`src/core/ddtc_pkg.sv`:
```
// constants for the descriptor data transfer controller
// assumes one clock, 8 interrupt sources and a 32-bit on-chip ram port
`default_nettype none
package ddtc_pkg;
  localparam int NSRC = 8;
  // descriptor layout in ram: three aligned words per descriptor
  localparam logic [23:0] VEC_BASE = 24'h000400; // vector table, one word per source
  localparam logic [23:0] OFS_W0 = 24'h000000; // mode a + source pointer
  localparam logic [23:0] OFS_W1 = 24'h000004; // mode b + destination pointer
  localparam logic [23:0] OFS_W2 = 24'h000008; // count a + block count
  localparam logic [23:0] DESC_STRIDE = 24'h00000C;
  // transfer_mode_a fields
  localparam int SRC_MODE_HI = 7;
  localparam int SRC_MODE_LO = 6;
  localparam int DST_MODE_HI = 5;
  localparam int DST_MODE_LO = 4;
  localparam int KIND_HI = 3;
  localparam int KIND_LO = 2;
  localparam int AREA_SIDE = 1;
  localparam int UNIT_SIZE = 0;
  // transfer_mode_b fields, bits 4..0 ignored
  localparam int CHAIN_EN = 7;
  localparam int PER_XFER_IRQ = 6;
  localparam int CHAIN_COND = 5;
  localparam logic [1:0] KIND_NORMAL = 2'h0;
  localparam logic [1:0] KIND_REPEAT = 2'h1;
  localparam logic [1:0] KIND_BLOCK = 2'h2;
  localparam logic [NSRC-1:0] EN_RESET = 8'h00;
  typedef enum logic [3:0] {
    ST_IDLE = 4'h0, ST_VEC = 4'h1, ST_VECW = 4'h3, ST_RDA = 4'h2,
    ST_RDB = 4'h6, ST_RDC = 4'h7, ST_RDD = 4'h5, ST_XRD = 4'h4,
    ST_XWR = 4'hC, ST_WBA = 4'hD, ST_WBB = 4'hF, ST_WBC = 4'hE,
    ST_FIN = 4'hA
  } ddtc_state_t;
endpackage : ddtc_pkg
`default_nettype wire

```
`src/core/ddtc_top.sv`:
```
// descriptor data transfer controller: descriptor fetch, transfer, write-back
// assumes ram answers one cycle after a request and the data bus acks with bus_ack
`default_nettype none
// Summary of operation
// - source pointer fixed, incremented or decremented
// - destination pointer fixed, incremented or decremented
// - byte or word units, step 1 or 2
// - kind codes: normal, repeat, block
// - area side selects destination or source
// - chained transfer skips end decision and clears
// - interrupt per transfer or at count end
// - chain always, or only at counter zero
// - low five mode b bits ignored
// - normal mode: 16-bit count to zero
// - running byte reloads from reload byte
// - block count decremented per block, ends zero
// - repeat restores area pointer and count
// - block mode moves whole block per activation
// - normal and repeat move one unit
// - load descriptor, transfer, write back
// - fixed pointers are not written back
// - 32-bit ram word in one state
// - enabled source goes to controller, else cpu
// - end or per-transfer interrupt clears enable, else clears source flag
// - descriptor order fixed, chains consecutive
module ddtc_top
  import ddtc_pkg::*;
(
  input wire logic clk,
  input wire logic arst_n,
  input wire logic [NSRC-1:0] src_flag,
  input wire logic en_we,
  input wire logic [NSRC-1:0] en_wdata,
  output logic [NSRC-1:0] en_q,
  output logic [NSRC-1:0] flag_clr_q,
  output logic [NSRC-1:0] cpu_irq_q,
  output logic busy_q,
  output logic ram_req_q,
  output logic ram_we_q,
  output logic [23:0] ram_addr_q,
  output logic [31:0] ram_wdata_q,
  input wire logic [31:0] ram_rdata,
  output logic bus_req_q,
  output logic bus_we_q,
  output logic bus_word_q,
  output logic [23:0] bus_addr_q,
  output logic [15:0] bus_wdata_q,
  input wire logic [15:0] bus_rdata,
  input wire logic bus_ack
);

  ddtc_state_t st_q, st_d;
  logic [2:0] idx_q;
  logic [23:0] desc_q, desc_d, src_q, dst_q, src_n, dst_n;
  logic [7:0] mode_a_q, mode_b_q;
  logic [15:0] cra_q, crb_q;
  logic end_q, zero_q, upd, unit_last, chain_go;
  logic [NSRC-1:0] pend;

  // one unit step of a pointer
  function automatic logic [23:0] ptr_step(input logic [23:0] a, input logic [1:0] m,
                                           input logic sz);
    logic [23:0] st;
    st = sz ? 24'h000002 : 24'h000001;
    ptr_step = !m[1] ? a : (m[0] ? a - st : a + st);
  endfunction : ptr_step
  // undo a whole area of steps, 0 in reload byte means 256 units
  function automatic logic [23:0] ptr_rewind(input logic [23:0] a, input logic [1:0] m,
                                             input logic sz, input logic [7:0] n);
    logic [23:0] span;
    span = {15'h0000, (n == 8'h00), n} << sz;
    ptr_rewind = !m[1] ? a : (m[0] ? a + span : a - span);
  endfunction : ptr_rewind

  // lowest numbered pending source wins
  function automatic logic [2:0] pick(input logic [NSRC-1:0] p);
    pick = 3'h0;
    for (int i = NSRC - 1; i >= 0; i--)
      if (p[i])
        pick = 3'(i);
  endfunction : pick

  wire [1:0] kind = mode_a_q[KIND_HI:KIND_LO];
  wire [1:0] smode = mode_a_q[SRC_MODE_HI:SRC_MODE_LO];
  wire [1:0] dmode = mode_a_q[DST_MODE_HI:DST_MODE_LO];
  wire sz = mode_a_q[UNIT_SIZE];
  wire [7:0] reload = cra_q[15:8];
  wire [7:0] running = cra_q[7:0];
  // only enabled sources reach the controller
  assign pend = src_flag & en_q;
  assign upd = (st_q == ST_XWR) && bus_ack;
  assign unit_last = (kind == KIND_NORMAL) ? (cra_q == 16'h0001) : (running == 8'h01);
  // chaining may follow every transfer or only the zero count
  assign chain_go = mode_b_q[CHAIN_EN] && (!mode_b_q[CHAIN_COND] || zero_q);
  // next descriptor base; the first word read is launched before desc_q catches up
  assign desc_d = (st_q == ST_VECW) ? ram_rdata[23:0] :
                  (st_q == ST_WBC && chain_go) ? desc_q + DESC_STRIDE : desc_q;

  // pointer values after the current unit, with area rewind
  always_comb
  begin
    src_n = src_q;
    dst_n = dst_q;
    if (upd)
    begin
      src_n = ptr_step(src_q, smode, sz);
      dst_n = ptr_step(dst_q, dmode, sz);
      if (kind != KIND_NORMAL && unit_last)
      begin
        if (mode_a_q[AREA_SIDE])
          src_n = ptr_rewind(src_n, smode, sz, reload);
        else
          dst_n = ptr_rewind(dst_n, dmode, sz, reload);
      end
    end
  end

  // sequencer
  always_comb
  begin
    st_d = st_q;
    unique case (st_q)
      ST_IDLE: if (|pend) st_d = ST_VEC;
      ST_VEC: st_d = ST_VECW;
      ST_VECW: st_d = ST_RDA;
      ST_RDA: st_d = ST_RDB;
      ST_RDB: st_d = ST_RDC;
      ST_RDC: st_d = ST_RDD;
      ST_RDD: st_d = ST_XRD;
      ST_XRD: if (bus_ack) st_d = ST_XWR;
      ST_XWR:
        if (bus_ack)
          // a block runs to its last unit in one activation
          st_d = (kind == KIND_BLOCK && !unit_last) ? ST_XRD : ST_WBA;
      ST_WBA: st_d = ST_WBB;
      ST_WBB: st_d = ST_WBC;
      ST_WBC: st_d = chain_go ? ST_RDA : ST_FIN;
      ST_FIN: st_d = ST_IDLE;
      default: st_d = ST_IDLE;
    endcase
  end

  always_ff @(posedge clk or negedge arst_n)
  begin
    if (!arst_n)
      st_q <= ST_IDLE;
    else
      st_q <= st_d;
  end

  // source capture and descriptor pointer; chains sit back to back
  always_ff @(posedge clk or negedge arst_n)
  begin
    if (!arst_n)
    begin
      idx_q <= 3'h0;
      desc_q <= 24'h000000;
    end
    else
    begin
      if (st_q == ST_IDLE)
        idx_q <= pick(pend);
      desc_q <= desc_d;
    end
  end

  // working registers: loaded from ram, stepped per unit
  always_ff @(posedge clk or negedge arst_n)
  begin
    if (!arst_n)
    begin
      mode_a_q <= 8'h00;
      mode_b_q <= 8'h00;
      src_q <= 24'h000000;
      dst_q <= 24'h000000;
      cra_q <= 16'h0000;
      crb_q <= 16'h0000;
    end
    else
    begin
      unique case (st_q)
        ST_RDB: {mode_a_q, src_q} <= ram_rdata;
        ST_RDC: {mode_b_q, dst_q} <= ram_rdata;
        ST_RDD: {cra_q, crb_q} <= ram_rdata;
        default:
        begin
          src_q <= src_n;
          dst_q <= dst_n;
        end
      endcase
      if (upd && kind == KIND_NORMAL)
        cra_q <= cra_q - 16'h0001;
      else if (upd)
        cra_q[7:0] <= unit_last ? reload : running - 8'h01;
      if (upd && kind == KIND_BLOCK && unit_last)
        crb_q <= crb_q - 16'h0001;
    end
  end

  // end and zero flags of the activation
  always_ff @(posedge clk or negedge arst_n)
  begin
    if (!arst_n)
    begin
      end_q <= 1'b0;
      zero_q <= 1'b0;
    end
    else if (st_q == ST_RDD || upd)
    begin
      zero_q <= upd && unit_last;
      // repeat never runs out, block ends on its last block
      end_q <= upd && unit_last && (kind == KIND_NORMAL ||
               (kind == KIND_BLOCK && crb_q == 16'h0001));
    end
  end

  // ram port, registered from the next state
  always_ff @(posedge clk or negedge arst_n)
  begin
    if (!arst_n)
    begin
      ram_req_q <= 1'b0;
      ram_we_q <= 1'b0;
      ram_addr_q <= 24'h000000;
      ram_wdata_q <= 32'h00000000;
    end
    else
    begin
      ram_req_q <= 1'b0;
      ram_we_q <= 1'b0;
      unique case (st_d)
        ST_VEC:
        begin
          ram_req_q <= 1'b1;
          ram_addr_q <= VEC_BASE + {19'h00000, pick(pend), 2'h0}; // idx_q not yet captured
        end
        ST_RDA, ST_RDB, ST_RDC:
        begin
          ram_req_q <= 1'b1;
          ram_addr_q <= desc_d + ((st_d == ST_RDA) ? OFS_W0 : (st_d == ST_RDB) ? OFS_W1 : OFS_W2);
        end
        ST_WBA:
        begin
          ram_req_q <= smode[1];
          ram_we_q <= smode[1];
          ram_addr_q <= desc_q + OFS_W0;
          ram_wdata_q <= {mode_a_q, src_n};
        end
        ST_WBB:
        begin
          ram_req_q <= dmode[1];
          ram_we_q <= dmode[1];
          ram_addr_q <= desc_q + OFS_W1;
          ram_wdata_q <= {mode_b_q, dst_q};
        end
        ST_WBC:
        begin
          ram_req_q <= 1'b1;
          ram_we_q <= 1'b1;
          ram_addr_q <= desc_q + OFS_W2;
          ram_wdata_q <= {cra_q, crb_q};
        end
        default: ram_req_q <= 1'b0;
      endcase
    end
  end

  // data bus: read at source, write at destination
  always_ff @(posedge clk or negedge arst_n)
  begin
    if (!arst_n)
    begin
      bus_req_q <= 1'b0;
      bus_we_q <= 1'b0;
      bus_word_q <= 1'b0;
      bus_addr_q <= 24'h000000;
      bus_wdata_q <= 16'h0000;
    end
    else
    begin
      bus_req_q <= (st_d == ST_XRD) || (st_d == ST_XWR);
      bus_we_q <= (st_d == ST_XWR);
      bus_word_q <= sz; // mode a is loaded two states before the first read
      bus_addr_q <= (st_d == ST_XWR) ? dst_n : src_n;
      if (st_q == ST_XRD && bus_ack)
        bus_wdata_q <= bus_rdata;
    end
  end

  // enable bank and source flag handling at the end of an activation
  always_ff @(posedge clk or negedge arst_n)
  begin
    if (!arst_n)
    begin
      en_q <= EN_RESET;
      flag_clr_q <= '0;
    end
    else
    begin
      flag_clr_q <= '0;
      if (en_we)
        en_q <= en_wdata;
      if (st_q == ST_WBC && !mode_b_q[CHAIN_EN])
      begin
        if (mode_b_q[PER_XFER_IRQ] || end_q)
          en_q[idx_q] <= 1'b0;
        else
          flag_clr_q[idx_q] <= 1'b1;
      end
    end
  end

  // sources with enable clear are passed to the cpu
  always_ff @(posedge clk or negedge arst_n)
  begin
    if (!arst_n)
    begin
      cpu_irq_q <= '0;
      busy_q <= 1'b0;
    end
    else
    begin
      cpu_irq_q <= src_flag & ~en_q;
      busy_q <= (st_d != ST_IDLE);
    end
  end
endmodule : ddtc_top
`default_nettype wire

```
`config.mk`:
```
export PLATFORM = sky130hd
export DESIGN_NAME = ddtc_top
export DESIGN_NICKNAME = d
export VERILOG_FILES = /design/src/core/ddtc_pkg.sv /design/src/core/ddtc_top.sv
export SDC_FILE = /design/constraint.sdc
export NUM_CORES = 1
export LEC_CHECK = 0
export ABC_CLOCK_PERIOD_IN_PS = 7400
export BUFFER_PORTS_ARGS = -buffer_cell sky130_fd_sc_hd__buf_4
export CAP_MARGIN = 30
export CORE_MARGIN = 3
export CORE_UTILIZATION = 43
export CTS_CLUSTER_DIAMETER = 30
export DETAILED_ROUTE_END_ITERATION = 8
export HOLD_SLACK_MARGIN = 0.08
export SYNTH_ARGS = -nofsm -noshare
export SYNTH_HDL_FRONTEND = slang
export SYNTH_SLANG_ARGS = --single-unit
```
`constraint.sdc`:
```
create_clock -name clk -period 7.4 [get_ports clk]
set_clock_uncertainty 0.15 [all_clocks]
set_input_delay 2.22 -clock clk [delete_from_list [all_inputs] [get_ports clk]]
set_output_delay 2.22 -clock clk [all_outputs]
set_load 0.01 [all_outputs]
```
==> results_dict.tcl, run 1 <==
set metrics [dict create \
    drt-initial-drc-count 1979 \
    initial_core_util_pct 43.99 \
    num_antenna_cells 0 \
    synth_top_family_by_area "compound AO/OA/AOI/OAI gates" \
    endpoint_kind "register" \
    run_status "finished clean" \
    fmax_ghz 0.1672 \
    postCtsSetupRepairBufs 0 \
    synth.distinct_cells 86 \
    wl_mm 77.20 \
    vias 19099 \
    dp_hpwl_mm 56.95 \
    cpPeakStageDelay_ps 920 \
    crit_required_ps 7710 \
    ctsResizeCount 0 \
    path_max_fanout 26 \
    row_count 76 \
    ant_nets 0 \
    avgSynthCellArea_um2 8.279 \
    synthAdderAreaFrac_pct 7.265 \
    grt_pass1_wl_mm 115.3 \
    drt_first_pass_iters 6 \
    cap_viol_max_count 0 \
    cts_root_buf "clkbuf_16" \
    clkTransAtPathRegs_ps 50 \
    rrSetupSlack_ps 1420 \
    yosys_register_bits 255 \
    period_share_pct 80.82 \
    hp-class "reg2reg" \
    drc 0 \
    grt_pass1_vias 18224 \
    setup_viol_count_final 0 \
    coreArea_um2 43460 \
    yosysTopAreaCell "dfrtp_1" \
    syn-num-nets 2485 \
    nets 2665 \
    finalHoldViolCount 0 \
    cts_hold_buffers 0 \
    portBuffers 193 \
    ys_async_sr_fraction_pct 100.0 \
    synth_xor_area_share_pct 5.590 \
    die_w_um 216.8 \
    synth.area.top_cells "dfrtp_1 33%, ha_1 6.7%, nand2_1 6.0%" \
    clock_latency_ps 600 \
    cts.path.max_buffers 3 \
    synthMuxAreaShare_pct 6.146 \
    arrival_ps 6290 \
    synth_edf_count 0 \
    synth-compound-area-share_pct 23.55 \
    slowest_stage "dfrtp_1" \
    num_io_pins 194 \
    max_slew.worst_pin.slew_ps 1096 \
    area_growth_pct 25.82 \
    clock-sinks 255 \
    ys_seq_area_share_pct 33.38 \
    grt_usage_pct 32.24 \
    wl_per_cell_um 24.64 \
    die_y_um 216.8 \
    cts_tree "yes" \
    grt_max_degree 135 \
    viasPerCell 6.096 \
    syn-cell-area_um2 19120 \
    grt_overflow 0 \
    critPathBufInv 1 \
    path_delay_family "compound AO/OA/AOI/OAI gates" \
    path_class "reg2reg" \
    drive_above_1_share_pct 18.05 \
    numCtsBuffers 78 \
    tns_ps 0 \
    maxSlewViolCount 0 \
    synthCells 2309 \
    synthFlopType "dfrtp_1" \
    rsz0062_at_grt "false" \
    antenna_found_initial 3 \
    place.gp.congestion 0.9724 \
    fin_crit_ps 5981 \
    start_kind "register" \
    slew_headroom_pct 26.63 \
    yosys.area_share.simple_pct 20.43 \
    htree_levels 3 \
    synth_warnings 0 \
    die_area_um2 47020 \
    path_cells "buf_4 > ha_1 > o21a_1 > o21a_1 > a21boi_0 > o31ai_1 > nand2_1 > a31oi_1 > xnor2_1 > a21o_1 > ha_1 > a21o_1 > a21o_1 > a21oi_1 > o31a_1 > a21boi_0 > o41ai_1 > a21oi_1 > o21ai_0 > xor2_1 > a21oi_1" \
    synth.top_cell.area_share_pct 33.38 \
]
## cell usage after synthesis (37+ instances only)
master / n
xor2_1: 51
ha_1: 103
a21o_1: 47
nor3_1: 56
nor2b_1: 43
mux2_2: 59
a21oi_1: 177
nand3_1: 55
o21ai_0: 196
xnor2_1: 71
a211oi_1: 37
nand2_1: 306
dfrtp_1: 255
mux2i_1: 51
inv_1: 49
nor2_1: 207
clkbuf_1: 106
## state kept, by name (all words and copies together) (netlist names), 8 cells and up
name / count
bus_addr_q: 24
desc_q: 24
dst_q: 24
mode_b_q: 8
bus_wdata_q: 16
cra_q: 16
src_q: 24
flag_clr_q: 8
ram_addr_q: 24
en_q: 8
crb_q: 16
cpu_irq_q: 8
ram_wdata_q: 32
mode_a_q: 8
## path summary, 6_finish.rpt
path	from	end	cells past startpoint
max in group asynchronous	arst_n	dst_q[4]	2
min in group asynchronous	arst_n	cpu_irq_q[6]	1
setup reg to reg	mode_a_q[6]	bus_addr_q[23]	21
hold / removal	mode_b_q[3]	mode_b_q[3]	2
setup / recovery	mode_a_q[6]	bus_addr_q[23]	21
hold reg to reg	mode_b_q[3]	mode_b_q[3]	2
## cells by family (layout without fill, tap and decap cells)
logic type,after synthesis,in the layout
flip-flops,255,255
AND/OR/NAND/NOR,828,828
AO/OA/AOI/OAI,709,709
adder cells (fa/ha/maj),108,108
XOR/XNOR,122,122
multiplexers,110,110
buffers and inverters,177,416
## worst reg2reg max path, stage by stage (launching register included)
cell and delay [ps]:
dfrtp_1 920, buf_4 430, ha_1 330, o21a_1 130, o21a_1 200, a21boi_0 180
o31ai_1 500, nand2_1 180, a31oi_1 240, xnor2_1 110, a21o_1 190, ha_1 370
a21o_1 190, a21o_1 170, a21oi_1 140, o31a_1 200, a21boi_0 100, o41ai_1 340
a21oi_1 70, o21ai_0 380, xor2_1 240, a21oi_1 100
## metal layers
| layer | GRT usage (%) | vias up | part of all wire (%) |
|---|---|---|---|
| li1 | - | 8788 | - |
| met1 | 47.07 | 9247 | 44 |
| met2 | 46.72 | 912 | 42 |
| met3 | 6.171 | 148 | 9.7 |
| met4 | 13.48 | 4 | 4.0 |
| met5 | 0 | - | 0.036 |
## cell usage in the layout (no fill, tap or decap), types with 11 or more instances in the layout
cell type  instances
a211oi_1          37
a21boi_0          11
a21o_1            47
a21oi_1          177
a221o_1           11
a22oi_1           14
a31oi_1           28
and2_1            12
and3_1            21
buf_4            223
bufinv_16         19
clkbuf_16         79
clkbuf_8          13
dfrtp_1          254
ha_1             103
inv_1             49
mux2_2            59
mux2i_1           51
nand2_1          305
nand2b_1          28
nand3_1           54
nand4_1           24
nor2_1           204
nor2b_1           43
nor3_1            56
o211ai_1          29
o21a_1            22
o21ai_0          196
o21bai_1          12
o22ai_1           19
o31ai_1           12
or3_1             18
xnor2_1           71
xor2_1            51
## metrics by stage
step	utilization [%]	cell area, um2	instances	setup slack (ps)	hold slack (ps)
floorplan	-	19120	2309	2081	201.9
global placement	48.53	21090	2990	1557	306.9
detailed placement	48.62	21130	2993	1486	312.0
CTS	55.31	24040	3132	1487	322.6
global route	55.34	24050	3133	983.3	332.9
finish	55.34	24050	3133	1419	320.9
## layout make-up
type,count,area (um2)
Fill cell,4026,19410
Multi-Input combinational cell,1877,12090
Sequential cell,255,6382
Clock buffer,101,2190
Timing Repair Buffer,228,1755
Tap cell,585,732.0
Clock inverter,38,718.2
Inverter,49,183.9
Power of run 1 is left out: the tool's default activity adds up to more than one toggle a clock period on the data nets, which glitch-free logic cannot reach.
==> run 2: changes to the inputs <==
ABC_CLOCK_PERIOD_IN_PS = 6100   (was 7400)
clock period = 6.1 ns   (was 7.4 ns; I/O delays follow)
==> run 2 against run 1 <==
Via count rose by 0.93%. Global-route usage rose by 0.70 points. Count of clock-buffer cells in the layout fell by 11. Die area did not move. Sequential share of layout area rose by 0.21 points. Cell area fell by 0.80%. Wire length rose by 2.5%. First-iteration DRC count rose by 13%. Hold slack got worse by 6.1 ps. Cell count rose by 0.38%. Worst setup slack got worse by 1100 ps. Register-to-register slack got worse by 1100 ps. Largest cell class unchanged.
==> results_dict.tcl, run 2 (synthesized netlist as in run 1, its figures left out) <==
set metrics [dict create \
    arrival_ps 6080 \
    rsz0062_at_grt "false" \
    r2r-start "mode_a_q[0]" \
    row_count 76 \
    initial_core_util_pct 43.99 \
    fill_cells 4133 \
    grt_pass1_vias 18415 \
    grt_overflow 0 \
    top_register "ram_wdata_q" \
    viasPerCell 6.129 \
    final_cell_mix "305 x nand2_1, 254 x dfrtp_1, 246 x buf_4" \
    nets 2679 \
    slew_headroom_pct 33.53 \
    finalHoldViolCount 0 \
    num_io_pins 194 \
    final_common_cell "nand2_1" \
    cts.path.max_buffers 3 \
    grt_usage_pct 32.94 \
    crit_required_ps 6400 \
    hp-class "reg2reg" \
    cap_viol_max_count 0 \
    clkTransAtPathRegs_ps 40 \
    cts_tree "yes" \
    antenna_found_initial 1 \
    drc 0 \
    numCtsBuffers 71 \
    drt-initial-drc-count 2236 \
    cts_root_buf "clkbuf_16" \
    tns_ps 0 \
    drive_above_1_share_pct 18.64 \
    crit_end "ram_wdata_q[23]" \
    die_w_um 216.8 \
    run_status "finished clean" \
    multi_input_area_um2 12100 \
    cpPeakStageDelay_ps 460 \
    wl_mm 79.15 \
    wl_per_cell_um 25.17 \
    portBuffers 193 \
    endpoint_kind "register" \
    postCtsSetupRepairBufs 0 \
    clock-sinks 255 \
    drt_first_pass_iters 6 \
    slowest_stage "dfrtp_1" \
    vias 19276 \
    hold_path_depth 2 \
    r2r-end "ram_wdata_q[23]" \
    die_y_um 216.8 \
    crit_start "mode_a_q[0]" \
    path_max_fanout 14 \
    fin_crit_ps 5784 \
    largest_reg_flops 32 \
    cp_common_cell "a21oi_1" \
    grt_pass1_wl_mm 117.3 \
    setup_viol_count_final 0 \
    clock_latency_ps 600 \
    place.gp.congestion 0.9944 \
    dp_hpwl_mm 58.93 \
    area_growth_pct 24.81 \
    period_share_pct 94.83 \
    path_class "reg2reg" \
    coreArea_um2 43460 \
    grt_max_degree 94 \
    maxSlewViolCount 0 \
    r2r_cells 21 \
    max_slew.worst_pin.slew_ps 994.6 \
    fmax_ghz 0.1729 \
    ctsResizeCount 0 \
    start_kind "register" \
    die_area_um2 47020 \
    htree_levels 3 \
    path_cells "clkinvlp_4 > ha_1 > fa_1 > nand2b_1 > a21o_1 > a21boi_0 > buf_4 > nor2_1 > xnor2_1 > mux2_2 > ha_1 > a21oi_1 > o21ai_0 > or3_1 > o211ai_1 > a21boi_0 > o41ai_1 > a21oi_1 > o21ai_1 > xor2_1 > a21oi_1" \
    ant_nets 0 \
    cts_hold_buffers 0 \
    register_area_um2 6382 \
    rrSetupSlack_ps 320 \
]
run 2: changes by cell type in the layout (fill, tap and decap cells not counted), moves of 2 or more:
cell and delta:
bufinv_16 -6, inv_16 +2, clkinv_8 -2, clkbuf_16 -8, clkinv_2 +4, clkinv_4 +2, buf_4 +23, clkinvlp_4 -2
inv_6 +4, clkbuf_1 -3
run 2: worst min path at each step:
stage	from	end
after floorplan	mode_a_q[0]	bus_word_q
after global placement	mode_b_q[1]	mode_b_q[1]
after detailed placement	ram_addr_q[6]	ram_addr_q[6]
after CTS	ram_addr_q[6]	ram_addr_q[6]
after global routing	mode_b_q[1]	mode_b_q[1]
final	ram_addr_q[6]	ram_addr_q[6]
run 2: final cells by class:
cell class / count / share of cell area, %
clock inverters: 39 / 2.496
clock buffers: 90 / 8.291
inverters: 49 / 0.7866
repair buffers: 249 / 7.903
multi-input cells: 1877 / 50.70
flip-flops and latches: 255 / 26.75
well taps: 585 / 3.068
diodes: 1 / 0.01049
run 2: worst max-delay path, delay by kind of cell, from the launching register on:
kind	cells	cell delay [ps]
flops	1	460
xor+xnor	2	340
simple gates	3	600
compound gates	10	2150
mux	1	290
buf+inv	2	520
fa+ha+maj	3	1110
run 2: layer usage:
metal	routed length (um)	up-vias	global-route usage, %
li1	-	8804	-
met4	3401	0	14.44
met2	32320	964	46.50
met3	8469	158	7.023
met5	0	-	0
met1	34960	9350	48.39
run 2: metrics by stage:
step | setup slack [ps] | hold WS [ps] | util [%] | instance area (um2) | cells
6_report | 315.6 | 314.8 | 54.90 | 23860 | 3145
5_1_grt | 45.96 | 349.7 | 54.90 | 23860 | 3144
4_1_cts | 418.8 | 318.7 | 54.87 | 23850 | 3144
3_5_place_dp | 439.8 | 308.2 | 48.95 | 21270 | 3015
3_3_place_gp | 416.7 | 308.0 | 48.93 | 21260 | 3013
2_1_floorplan | 781.3 | 201.9 | - | 19120 | 2309
Power of run 2 is left out for the same reason.
==> run 3: changes to the inputs <==
ABC_CLOCK_PERIOD_IN_PS = 5430   (was 6100)
CORE_UTILIZATION = 50   (was 43)
PLACE_DENSITY = 0.69   (was default)
SLEW_MARGIN = 20   (was default)
clock period = 5.43 ns   (was 6.1 ns; I/O delays follow)
==> run 3 against run 2 <==
Sequential share of layout area about the same. Utilization increased by 9.3 points. Cell area about the same. Flip-flop and latch count unchanged. Via count increased by 1.2%. Critical path type unchanged. Largest cell class unchanged.
==> results_dict.tcl, run 3 (synthesized netlist as in run 1, its figures left out) <==
set metrics [dict create \
    cts_hold_buffers 0 \
    register_area_um2 6384 \
    place.gp.congestion 1.020 \
    fin_crit_ps 5153 \
    fill_cells 3214 \
    grt_usage_pct 35.57 \
    grt_overflow 0 \
    row_count 70 \
    clock-sinks 255 \
    area_growth_pct 24.72 \
    die_area_um2 40610 \
    period_share_pct 94.90 \
    ant_nets 0 \
    top_register "ram_wdata_q" \
    drc 0 \
    start_kind "register" \
    wl_mm 73.89 \
    cts_root_buf "clkbuf_16" \
    rsz0062_at_grt "true" \
    num_antenna_cells 0 \
    num_io_pins 194 \
    crit_required_ps 5750 \
    setup_viol_count_final 0 \
    wl_per_cell_um 23.94 \
    initial_core_util_pct 51.48 \
    endpoint_kind "register" \
    portBuffers 193 \
    fmax_ghz 0.1941 \
    slowest_stage "ha_1" \
    cap_viol_max_count 0 \
    vias 19515 \
    path_class "reg2reg" \
    htree_levels 3 \
    r2r_cells 23 \
    viasPerCell 6.324 \
    path_cells "buf_4 > inv_1 > ha_1 > fa_1 > nor2b_1 > o21a_1 > o21ai_1 > a21oi_1 > o21a_1 > o21a_1 > or3_1 > a31o_2 > ha_1 > nor2b_1 > o21ai_0 > a21oi_1 > a41oi_1 > o21ai_0 > mux2_2 > o21ai_0 > buf_4 > o21ai_0 > o21a_1" \
    nets 2702 \
    cpPeakStageDelay_ps 380 \
    final_common_cell "nand2_1" \
    r2r-start "mode_a_q[0]" \
    numCtsBuffers 69 \
    drive_above_1_share_pct 19.60 \
    critPathBufInv 3 \
    cts_tree "yes" \
    hp-start "mode_b_q[1]" \
    rrSetupSlack_ps 280 \
    grt_pass1_vias 18659 \
    clock_latency_ps 590 \
    hold-path-endpoint "mode_b_q[1]" \
    tns_ps 0 \
    hold_path_depth 2 \
    hp-class "reg2reg" \
    path_delay_family "compound AO/OA/AOI/OAI gates" \
    multi_input_area_um2 12130 \
    grt_max_degree 90 \
    clkTransAtPathRegs_ps 50 \
    path_max_fanout 6 \
    drt_first_pass_iters 7 \
    slew_headroom_pct 33.53 \
    die_w_um 201.5 \
    r2r-end "dst_q[20]" \
    cts.path.max_buffers 3 \
    max_slew.worst_pin.slew_ps 994.7 \
    maxSlewViolCount 0 \
    drt-initial-drc-count 2344 \
    grt_pass1_wl_mm 112.6 \
    final_cell_mix "305 x nand2_1, 268 x buf_4, 253 x dfrtp_1" \
    antenna_found_initial 1 \
    dp_hpwl_mm 54.69 \
    coreArea_um2 37140 \
    largest_reg_flops 32 \
    finalHoldViolCount 0 \
    run_status "finished clean" \
    die_y_um 201.5 \
    arrival_ps 5470 \
]
run 3: repair_timing:
| action | CTS | global route |
|---|---|---|
| endpoints found under the setup margin | 2 | 11 |
| setup buffers | 0 | 3 |
| resized for setup | 2 | 12 |
| pin swaps | 0 | 2 |
run 3: layer usage:
layer  part of all wire [%]  vias up  track usage, %  routed length, um
met3                     11      156           8.138               8390
met2                     42     1094           51.95              31270
li1                       -     8840               -                  -
met4                    4.1        0           14.58               3061
met5                      0        -               0                  0
met1                     42     9425           50.93              31170
run 3: tightest hold or removal path: stages (launching register included):
cell and delay [ps]:
dfrtp_1 330, nand2_1 50, nand2_1 60
run 3: area by class of cell:
type | instances | area share, %
Clock inverter | 38 | 1.963
Tap cell | 504 | 2.645
Multi-Input combinational cell | 1877 | 50.87
Timing Repair Buffer | 274 | 8.911
Sequential cell | 255 | 26.78
Clock buffer | 89 | 8.061
Inverter | 49 | 0.7714
run 3: stage by stage:
| step | worst slack (ps) | util [%] | cell area [um2] | instances | hold slack (ps) |
|---|---|---|---|---|---|
| finish | 276.8 | 64.20 | 23840 | 3086 | 322.3 |
| global route | -11.44 | 64.20 | 23840 | 3086 | 350.4 |
| CTS | 52.49 | 64.06 | 23790 | 3083 | 325.6 |
| detailed placement | -30.49 | 57.60 | 21390 | 2956 | 308.2 |
| global placement | 105.9 | 57.44 | 21330 | 2953 | 303.9 |
| floorplan | 111.3 | - | 19120 | 2309 | 201.9 |
run 3: worst max path at each step:
stage | cells after the start | slack, ps | endpoint | from
after floorplan | 23 | 110 | ram_wdata_q[23] | mode_a_q[6]
after global placement | 23 | 110 | ram_wdata_q[23] | mode_a_q[6]
after detailed placement | 23 | -30 | ram_wdata_q[23] | mode_a_q[6]
after CTS | 21 | 50 | ram_wdata_q[23] | mode_a_q[6]
after global routing | 18 | -10 | ram_wdata_q[23] | cra_q[8]
final | 23 | 280 | dst_q[20] | mode_a_q[0]
Power of run 3 is left out for the same reason.
